### config.mk
export PLATFORM = sky130hd
export DESIGN_NAME = bbe_exec
export DESIGN_NICKNAME = d
export VERILOG_FILES = /design/src/bbe_pkg.sv /design/src/bbe_exec.sv
export VERILOG_INCLUDE_DIRS = /design/src
export SDC_FILE = /design/constraint.sdc
export NUM_CORES = 1
export LEC_CHECK = 0
export BUFFER_PORTS_ARGS = -buffer_cell sky130_fd_sc_hd__buf_2
export CORE_MARGIN = 2
export CORE_UTILIZATION = 59
export DETAILED_ROUTE_END_ITERATION = 7
export MAX_ROUTING_LAYER = met4
export PLACE_DENSITY = 0.91
export SLEW_MARGIN = 25
export SYNTH_ARGS = -nofsm -noshare
export SYNTH_HDL_FRONTEND = slang
export SYNTH_SLANG_ARGS = --single-unit
export TNS_END_PERCENT = 30
### constraint.sdc
create_clock -name clock -period 3.4 [get_ports clock]
set_input_delay 0.85 -clock clock [delete_from_list [all_inputs] [get_ports clock]]
set_output_delay 0.85 -clock clock [all_outputs]
set_load 0.02 [all_outputs]
### src/bbe_cfg.svh
// Constants for the branch and breakpoint execute block
`ifndef BBE_CFG_SVH
`define BBE_CFG_SVH
`define BBE_BIC16_TOP 10'h10e
`define BBE_BREAKPOINT_OP_TOP 8'hbe
`define BBE_BXBLX_TOP 8'h47
`define BBE_CB_TOP 4'hb
`define BBE_BL_HI_TOP 5'h1e
`define BBE_SEC_RET_MARK 32'hfeffffff
`define BBE_EXC_RET_TOP 8'hff
`define BBE_EXCEPTION_NUMBER_REG_RESET_NUM 9'h001
`define BBE_STACK_DEC 32'h00000008
`define BBE_STACK_PSR_OFS 32'h00000004
`define BBE_PC_REG 4'hf
`endif

### src/bbe_pkg.sv
// Types for the branch and breakpoint execute block
package bbe_pkg;
    typedef enum logic [1:0] {
        BBE_IDLE = 2'b00,
        BBE_ST_RET = 2'b01,
        BBE_ST_PSR = 2'b10,
        BBE_FINISH = 2'b11
    } bbe_state_t;
    typedef enum logic [1:0] {
        BBE_SH_LSL = 2'b00,
        BBE_SH_LSR = 2'b01,
        BBE_SH_ASR = 2'b10,
        BBE_SH_ROR = 2'b11
    } bbe_shift_t;
endpackage

### src/bbe_exec.sv
// Decode and execute for bit clear, breakpoint, calls, exchanges and compare-branch
//
// Function
// - Bit clear result, N Z C flags, V kept
// - Breakpoint raises monitor trap or halt
// - Breakpoint ignores predication and condition
// - Breakpoint immediate value is ignored
// - Call offset from inverted J xor S
// - Call sets link to next address odd
// - Calls mid predication group are errors
// - Exchange to even target flags invalid state
// - Secure exit decode in non-secure is undefined
// - Link exchange through PC is error
// - Link exchange return is PC minus two
// - Secure call stacks return and status
// - Second store skipped when first faults
// - Stack pointer lowered, link gets marker
// - Secure exit exchange switches to non-secure
// - Exchange to return marker returns exception
// - Exchange through PC faults next instruction
// - Secure exit via PC switches state
// - Compare-branch offset and zero selection
// - Compare-branch in predication group is error
// - Compare-branch keeps condition flags
// - Branch when nonzero differs from zero test
//
// Implementation choices: the address map and the plain strobed port.
`timescale 1ns/1ps
`include "bbe_cfg.svh"
module bbe_exec (
    input wire logic clock,
    input wire logic rst_b,
    input wire logic instr_valid,
    input wire logic [31:0] instr,
    input wire logic instr_is_32,
    input wire logic cond_pass,
    input wire logic in_pred_group,
    input wire logic last_in_pred_group,
    input wire logic is_secure,
    input wire logic handler_mode,
    input wire logic monitor_mode_sel,
    input wire logic [31:0] pc,
    input wire logic [31:0] rn_val,
    input wire logic [31:0] rm_val,
    input wire logic [31:0] sp_val,
    input wire logic [8:0] exc_num,
    input wire logic secure_fp_active_flag,
    input wire logic [3:0] flags_in,
    input wire logic [1:0] shift_type,
    input wire logic [5:0] shift_amt,
    input wire logic st_done,
    input wire logic st_fault,
    input wire logic sp_limit_fault,
    output logic busy,
    output logic wb_en,
    output logic [3:0] wb_reg,
    output logic [31:0] wb_data,
    output logic flags_en,
    output logic [3:0] flags_out,
    output logic branch_en,
    output logic [31:0] branch_target,
    output logic branch_to_ns,
    output logic exc_return,
    output logic invalid_state_fault_kind,
    output logic undef_fault,
    output logic decode_error,
    output logic halt_free_debug_trap,
    output logic debug_halt_req,
    output logic st_req,
    output logic [31:0] st_addr,
    output logic [31:0] st_data,
    output logic sp_wr_en,
    output logic [31:0] sp_wr_data,
    output logic exception_number_reg_wr_en,
    output logic [8:0] exception_number_reg_wr_data,
    output logic stack_fault
);
    import bbe_pkg::*;

    bbe_state_t state_r, state_nxt;
    logic [31:0] frame_r;
    logic [31:0] ret_r;
    logic [31:0] psr_r;
    logic [31:0] tgt_r;
    logic hmode_r;
    logic go;

    wire [15:0] hw = instr[15:0];
    wire [15:0] lw = instr[31:16];
    wire is_bic16 = !instr_is_32 && hw[15:6] == `BBE_BIC16_TOP;
    wire is_bic32 = instr_is_32 && hw[15:5] == 11'b11101010001;
    wire is_bic = is_bic16 || is_bic32;
    wire is_breakpoint_op = !instr_is_32 && hw[15:8] == `BBE_BREAKPOINT_OP_TOP;
    wire is_bxg = !instr_is_32 && hw[15:8] == `BBE_BXBLX_TOP && hw[1:0] == 2'b00;
    wire is_bx = is_bxg && !hw[7];
    wire is_blx = is_bxg && hw[7];
    wire ns_sel = hw[2];
    wire [3:0] rm_idx = hw[6:3];
    wire is_cb = !instr_is_32 && hw[15:12] == `BBE_CB_TOP && hw[10] == 1'b0 && hw[8];
    wire is_bl = instr_is_32 && hw[15:11] == `BBE_BL_HI_TOP && lw[15:14] == 2'b11 && lw[12];
    wire mid_group = in_pred_group && !last_in_pred_group;
    wire ok = instr_valid && state_r == BBE_IDLE;

    // Fixed upper byte only; imm8 deliberately never read
    wire breakpoint_op_go = ok && is_breakpoint_op;

    wire s_bit = hw[10];
    wire i1 = ~(lw[13] ^ s_bit);
    wire i2 = ~(lw[11] ^ s_bit);
    wire [31:0] bl_off = {{7{s_bit}}, s_bit, i1, i2, hw[9:0], lw[10:0], 1'b0};
    wire [31:0] cb_off = {25'h0000000, hw[9], hw[7:3], 1'b0};
    wire cb_nz = hw[11];
    wire cb_take = cb_nz != (rn_val == 32'h00000000);

    wire xfer_err = (is_bl || is_bxg) && mid_group;
    wire cb_err = is_cb && in_pred_group;
    wire blx_pc_err = is_blx && rm_idx == `BBE_PC_REG;
    wire ns_undef = is_bxg && ns_sel && !is_secure;
    wire any_err = xfer_err || cb_err || blx_pc_err;

    wire [31:0] tgt = rm_val;
    wire [31:0] blx_ret = {pc[31:1] - 31'h00000001, 1'b1};
    wire sec_exit = ns_sel && !tgt[0];
    wire is_fnc_mark = tgt == `BBE_SEC_RET_MARK;
    wire is_exc_mark = tgt[31:24] == `BBE_EXC_RET_TOP;
    wire branch_link_exchange_secure_exit_stack = ok && is_blx && ns_sel && is_secure && !tgt[0] && !any_err && cond_pass;

    // Shifter for the bit clear second operand
    logic [31:0] sh_val;
    logic sh_c;
    always_comb begin
        sh_val = rm_val;
        sh_c = flags_in[1];
        if (shift_amt != 6'h00) begin
            unique case (bbe_shift_t'(shift_type))
                BBE_SH_LSL: {sh_c, sh_val} = {1'b0, rm_val} << shift_amt;
                BBE_SH_LSR: {sh_val, sh_c} = {rm_val, 1'b0} >> shift_amt;
                BBE_SH_ASR: {sh_val, sh_c} = 33'($signed({rm_val, 1'b0}) >>> shift_amt);
                BBE_SH_ROR: begin
                    sh_val = (rm_val >> shift_amt[4:0]) | (rm_val << (6'h20 - {1'b0, shift_amt[4:0]}));
                    sh_c = sh_val[31];
                end
            endcase
        end
    end
    wire [31:0] bic_res = rn_val & ~sh_val;
    wire bic_set = is_bic16 ? !in_pred_group : hw[4];
    wire [3:0] bic_dst = is_bic16 ? {1'b0, hw[2:0]} : lw[11:8];

    // Stacking sequence; the store order is fixed here even though only the slots matter
    always_comb begin
        state_nxt = state_r;
        unique case (state_r)
            BBE_IDLE: if (branch_link_exchange_secure_exit_stack) state_nxt = BBE_ST_RET;
            BBE_ST_RET: if (st_done) state_nxt = st_fault ? BBE_IDLE : BBE_ST_PSR;
            BBE_ST_PSR: if (st_done) state_nxt = st_fault ? BBE_IDLE : BBE_FINISH;
            BBE_FINISH: state_nxt = BBE_IDLE;
        endcase
    end

    assign go = ok && !any_err && !ns_undef && cond_pass;

    always_ff @(posedge clock or negedge rst_b) begin
        if (!rst_b) begin
            state_r <= BBE_IDLE;
            frame_r <= 32'h00000000;
            ret_r <= 32'h00000000;
            psr_r <= 32'h00000000;
            tgt_r <= 32'h00000000;
            hmode_r <= 1'b0;
        end else begin
            state_r <= state_nxt;
            if (branch_link_exchange_secure_exit_stack) begin
                frame_r <= sp_val - `BBE_STACK_DEC;
                ret_r <= blx_ret;
                psr_r <= {22'h000000, secure_fp_active_flag, exc_num};
                tgt_r <= tgt;
                hmode_r <= handler_mode;
            end
        end
    end

    always_ff @(posedge clock or negedge rst_b) begin
        if (!rst_b) begin
            busy <= 1'b0;
            wb_en <= 1'b0;
            wb_reg <= 4'h0;
            wb_data <= 32'h00000000;
            flags_en <= 1'b0;
            flags_out <= 4'h0;
            branch_en <= 1'b0;
            branch_target <= 32'h00000000;
            branch_to_ns <= 1'b0;
            exc_return <= 1'b0;
            invalid_state_fault_kind <= 1'b0;
            undef_fault <= 1'b0;
            decode_error <= 1'b0;
            halt_free_debug_trap <= 1'b0;
            debug_halt_req <= 1'b0;
            st_req <= 1'b0;
            st_addr <= 32'h00000000;
            st_data <= 32'h00000000;
            sp_wr_en <= 1'b0;
            sp_wr_data <= 32'h00000000;
            exception_number_reg_wr_en <= 1'b0;
            exception_number_reg_wr_data <= 9'h000;
            stack_fault <= 1'b0;
        end else begin
            busy <= state_nxt != BBE_IDLE;
            wb_en <= 1'b0;
            flags_en <= 1'b0;
            branch_en <= 1'b0;
            branch_to_ns <= 1'b0;
            exc_return <= 1'b0;
            invalid_state_fault_kind <= 1'b0;
            sp_wr_en <= 1'b0;
            exception_number_reg_wr_en <= 1'b0;
            stack_fault <= 1'b0;
            undef_fault <= ok && ns_undef;
            decode_error <= ok && any_err;
            halt_free_debug_trap <= breakpoint_op_go && monitor_mode_sel;
            debug_halt_req <= breakpoint_op_go && !monitor_mode_sel;
            // Store request is a one-cycle strobe; the memory side answers later with st_done
            if (branch_link_exchange_secure_exit_stack) begin
                st_req <= 1'b1;
                st_addr <= sp_val - `BBE_STACK_DEC;
                st_data <= blx_ret;
            end else if (state_r == BBE_ST_RET && st_done && !st_fault) begin
                st_req <= 1'b1;
                st_addr <= frame_r + `BBE_STACK_PSR_OFS;
                st_data <= psr_r;
            end else begin
                st_req <= 1'b0;
            end
            if ((state_r == BBE_ST_RET || state_r == BBE_ST_PSR) && st_done && st_fault) begin
                stack_fault <= 1'b1;
            end
            if (state_r == BBE_FINISH) begin
                sp_wr_en <= 1'b1;
                sp_wr_data <= frame_r;
                stack_fault <= sp_limit_fault;
                wb_en <= 1'b1;
                wb_reg <= 4'he;
                wb_data <= `BBE_SEC_RET_MARK;
                exception_number_reg_wr_en <= hmode_r;
                exception_number_reg_wr_data <= `BBE_EXCEPTION_NUMBER_REG_RESET_NUM;
                branch_en <= 1'b1;
                branch_target <= tgt_r;
                branch_to_ns <= 1'b1;
            end
            if (go && is_bic) begin
                wb_en <= 1'b1;
                wb_reg <= bic_dst;
                wb_data <= bic_res;
                flags_en <= bic_set;
                flags_out <= {bic_res[31], bic_res == 32'h00000000, sh_c, flags_in[0]};
            end
            if (go && is_bl) begin
                wb_en <= 1'b1;
                wb_reg <= 4'he;
                wb_data <= {pc[31:1], 1'b1};
                branch_en <= 1'b1;
                branch_target <= pc + bl_off;
            end
            if (go && is_cb && cb_take) begin
                branch_en <= 1'b1;
                branch_target <= pc + cb_off;
            end
            if (go && is_blx && !branch_link_exchange_secure_exit_stack) begin
                wb_en <= 1'b1;
                wb_reg <= 4'he;
                wb_data <= blx_ret;
                branch_en <= 1'b1;
                branch_target <= tgt;
                invalid_state_fault_kind <= !tgt[0] && !ns_sel;
            end
            if (go && is_bx) begin
                branch_en <= 1'b1;
                branch_target <= tgt;
                exc_return <= is_exc_mark;
                branch_to_ns <= sec_exit && !is_fnc_mark && !is_exc_mark;
                invalid_state_fault_kind <= !tgt[0] && !ns_sel && !is_exc_mark;
            end
        end
    end
endmodule

==> reports/results.tsv, run 1 <==
metric	value	unit
status	stopped before the end	
stop_stage	global routing (5_1_grt)	
first-error	[ERROR GRT-0116] Global routing finished with congestion. Check the congestion regions in the DRC Viewer.	
clkSinkCount	261	
ys_ff_latch	261	
syn_area_per_cell	8.196	um^2
dp_slack	-0.9124	ns
std_cell_rows	73	
synthFlopType	dfrtp_1	
grt_pass1_vias	35311	
htree_levels	1	
io_buffers	376	
syn_inst	2903	
ios	387	
die_y	204.8	um
numCtsBuffers	27	
synth_edf_count	0	
grt_max_degree	79	
clockBufferDepth	3	
place_congestion	1.624	
cts-root-buf	clkbuf_16	
synth_cell_type_count	102	
ys_seq_area_share	27.45	%
hpwl	95.53	mm
grt_overflow	11	
start_util	59.89	%
die_x	204.8	um
grt_pass1_wl	218.5	mm
async_flop_share	100.0	%
yosys_warnings	0	
netlist_area	23790	um^2
grt_usage	72.99	%
## Yosys cell counts, types with 36 or more instances
cell | count | area (um^2)
inv_1 | 46 | 172.7
ha_1 | 44 | 550.5
buf_2 | 43 | 215.2
clkbuf_1 | 162 | 608.1
mux4_2 | 92 | 2072
nor3_1 | 61 | 305.3
dfrtp_1 | 261 | 6531
o211ai_1 | 43 | 322.8
nor4_1 | 36 | 225.2
xor2_1 | 59 | 516.8
xnor2_1 | 75 | 656.9
nand2_1 | 482 | 1809
mux2i_1 | 92 | 920.9
nand3_1 | 95 | 475.5
mux2_2 | 80 | 900.9
nor2_1 | 215 | 807.0
a31oi_1 | 42 | 262.8
o21ai_0 | 252 | 1261
a21oi_1 | 165 | 825.8
## metrics by stage
step / setup TNS [ns] / instance area, um^2 / instances / hold slack (ns)
2_1_floorplan: -8.514 / 24030 / 2910 / 0.4380
3_3_place_gp: -12.79 / 30710 / 4236 / 0.4444
3_5_place_dp: -30.62 / 30710 / 4236 / 0.4605
4_1_cts: -0.2014 / 31790 / 4293 / 0.2568
## per-layer routing
layer	GRT overflow	global-route usage, %
met5	-	-
met4	2	64.75
met3	8	61.98
met2	1	86.99
met1	0	71.44
## cells by family after synthesis
kind of cell | after synthesis | share of synthesized area [%]
simple gates | 1094 | 21.40
compound gates | 788 | 21.12
buf+inv | 312 | 6.010
mux | 266 | 16.52
flops | 261 | 27.45
xor+xnor | 135 | 5.001
fa+ha+maj | 46 | 2.482
other cells | 1 | 0.01576
## timing repair
item	in CTS
pin swaps	12
hold buffers	0
endpoints found under the setup margin	3
buffers inserted	8
gates resized for setup	23
hold endpoints to repair	0
==> run 2: changes to the inputs <==
CORE_UTILIZATION = 40   (was 59)
MAX_ROUTING_LAYER = unset   (was met4)
PLACE_DENSITY = unset   (was 0.91)
PLACE_DENSITY_LB_ADDON = 0.15   (was unset)
==> run 2 against run 1 <==
  * The flow now finishes, with violations (negative setup slack)
  * Synthesized cell count is the same
  * Synthesized area stayed put
==> reports/results.tsv, run 2 <==
metric	value	unit
grt_usage	44.34	%
syn_area_per_cell	8.196	um^2
cp-startpoint	shift_amt[1]	
hold_buffers	0	
fin_crit	3.808	ns
clock_latency	0.60	ns
cap_violations	0	
area_delta_synth_final	42.10	%
htree_levels	1	
final_area	33810	um^2
worstSetupPathType	input port to register	
fmaxAchievable	262.6	MHz
critPathCapture	flags_out[2]	
crit_arrival	4.33	ns
async_flop_share	100.0	%
crit_family	compound AO/OA/AOI/OAI gates	
clkSinkCount	261	
vias	30003	
synth_edf_count	0	
drcViolationCount	0	
clockBufferDepth	3	
tightestPinTransition	0.8232	ns
rr_startpoint	frame_r[2]	
vdd_drop_max	0.5005	mV
std_cell_rows	89	
power_density	345.8	nW/um^2
ys_ff_latch	261	
whs	0.2553	ns
placed_cells	4622	
grt_pass1_vias	28577	
crit_buf_inv	4	
hpwl	114.2	mm
grt_antenna_before_repair	17	
synth_largest_area_cell	dfrtp_1	
synth_cell_type_count	102	
io_buffers	376	
layout_setup_ws	-0.4085	ns
numCtsBuffers	30	
dieArea	61450	um^2
wirelength	140.8	mm
violations	negative setup slack	
syn_inst	2903	
cts.clk_slew.worst_paths	0.06	ns
synth_top_area_share	27.45	%
hp-class	input port to async pin	
n_fill_cell	5242	
final_cell_count_no_fill	4713	
nets	4142	
ios	387	
place_congestion	1.121	
required	3.92	ns
status	finished, violations left	
ys_top_cells_by_count	nand2_1 (482), dfrtp_1 (261), o21ai_0 (252)	
die_y	247.9	um
start_util	40.39	%
crit_fanout	20	
yosys_warnings	0	
grt_pass1_wl	197.4	mm
layout_commonest_cell	buf_4	
synthFlopType	dfrtp_1	
setup_viol	2	
grt_setup_unrepaired	true	
cp.depth	14	
drive_above_1_share	39.59	%
core_area	58910	um^2
synth_area_leaders	dfrtp_1 (27%), mux4_2 (8.7%), nand2_1 (7.6%), o21ai_0 (5.3%), mux2i_1 (3.9%)	
drtPass1Iterations	8	
crit_chain	buf_12 > buf_4 > buf_4 > buf_4 > nor2_1 > a222oi_1 > a32o_1 > a21oi_1 > a31oi_1 > o22ai_1 > a2111oi_2 > nand4b_1 > or4_4 > o21ai_2	
grt_overflow	0	
final_cell_mix	buf_4 (799), nand2_1 (482), buf_2 (371), dfrtp_1 (261), o21ai_0 (247)	
end_kind	register	
report.final.slew_viol_count	0	
dp_slack	-1.244	ns
first_iter_violations	3931	
ff2ff_path_depth	11	
tns	-0.4114	ns
viasPerCell	6.366	
clock_skew	0.01766	ns
slowest_stage	or4_4	
crit_top_cell	buf_4	
dpl_cell_area	32140	um^2
slowest_delay	0.55	ns
hold_violations	0	
slew_headroom	44.63	%
r2r_setup_slack	0.30	ns
p_leak	15.97	nW
r2r_end	st_addr[28]	
yosysMostFrequentCell	nand2_1	
cts-root-buf	clkbuf_16	
die_x	247.9	um
ant_nets	0	
min_period_over_period	112.0	%
routedWlPerCell	29.88	um
cp-start-kind	input port	
ys_seq_area_share	27.45	%
grt_max_degree	84	
cts_tree	yes	
netlist_area	23790	um^2
-- run 2: metrics by stage --
step / utilization [%] / power, mW
after floorplan: - / 5.589
after global placement: 54.56 / 7.978
after detailed placement: 54.56 / 8.025
after CTS: 56.75 / 11.47
after global routing: 57.37 / 12.02
final: 57.40 / 11.69
-- run 2: worst min-delay path by stage --
stage / depth (start not counted) / startpoint / to
after floorplan: 2 / hmode_r / hmode_r
after global placement: 2 / hmode_r / hmode_r
after detailed placement: 2 / tgt_r[7] / tgt_r[7]
after CTS: 1 / rst_b / sp_wr_en
after global routing: 1 / rst_b / sp_wr_data[31]
final: 1 / rst_b / sp_wr_data[31]
-- run 2: metal layers --
| metal | up-vias | GRT usage (%) | routed length [um] |
|---|---|---|---|
| li1 | 12644 | - | - |
| met1 | 14752 | 58.80 | 55490 |
| met2 | 2129 | 67.35 | 60100 |
| met3 | 468 | 10.73 | 16530 |
| met4 | 10 | 22.00 | 8626 |
| met5 | - | 0 | 68 |
-- run 2: where the power goes --
| part | internal [mW] | switching, mW |
|---|---|---|
| sequential | 3.33 | 0.184 |
| clock | 1.96 | 1.44 |
| combinational | 1.94 | 2.84 |
| total | 7.23 | 4.46 |
-- run 2: cells by family (layout without fill, tap and decap cells) --
group | Yosys count | after routing | synth area share (%)
buf+inv | 312 | 1327 | 6.010
other cells | 1 | 23 | 0.01576
fa+ha+maj | 46 | 46 | 2.482
compound gates | 788 | 788 | 21.12
simple gates | 1094 | 1094 | 21.40
flops | 261 | 261 | 27.45
mux | 266 | 266 | 16.52
xor+xnor | 135 | 135 | 5.001
-- run 2: cell type report --
cell class                      count  area [um^2]  area share, %
Antenna cell                       15        37.54         0.1110
Clock buffer                       40        828.3          2.450
Clock inverter                     16        205.2         0.6069
Inverter                           51        210.2         0.6217
Multi-Input combinational cell   2337        16310          48.25
Sequential cell                   261         6531          19.32
Tap cell                          773        967.2          2.860
Timing Repair Buffer             1220         8718          25.78
-- run 2: what timing repair did --
item                       in CTS  in global routing
gates resized for setup        41                 58
setup endpoints to repair      22                 34
setup buffers                  10                 10
pin swaps                      19                 19
-- run 2: worst register-to-register path, cell delays in order (launching register included) --
cell	delay, ns
dfrtp_1	0.43
ha_1	0.23
and3_1	0.21
and3_1	0.35
nand2_1	0.17
nor2_1	0.41
nand2_1	0.22
nor2_1	0.33
nand2_1	0.15
xor2_1	0.17
o21ai_0	0.13
a21o_1	0.21
No activity file was read; power rests on OpenSTA's default activity.
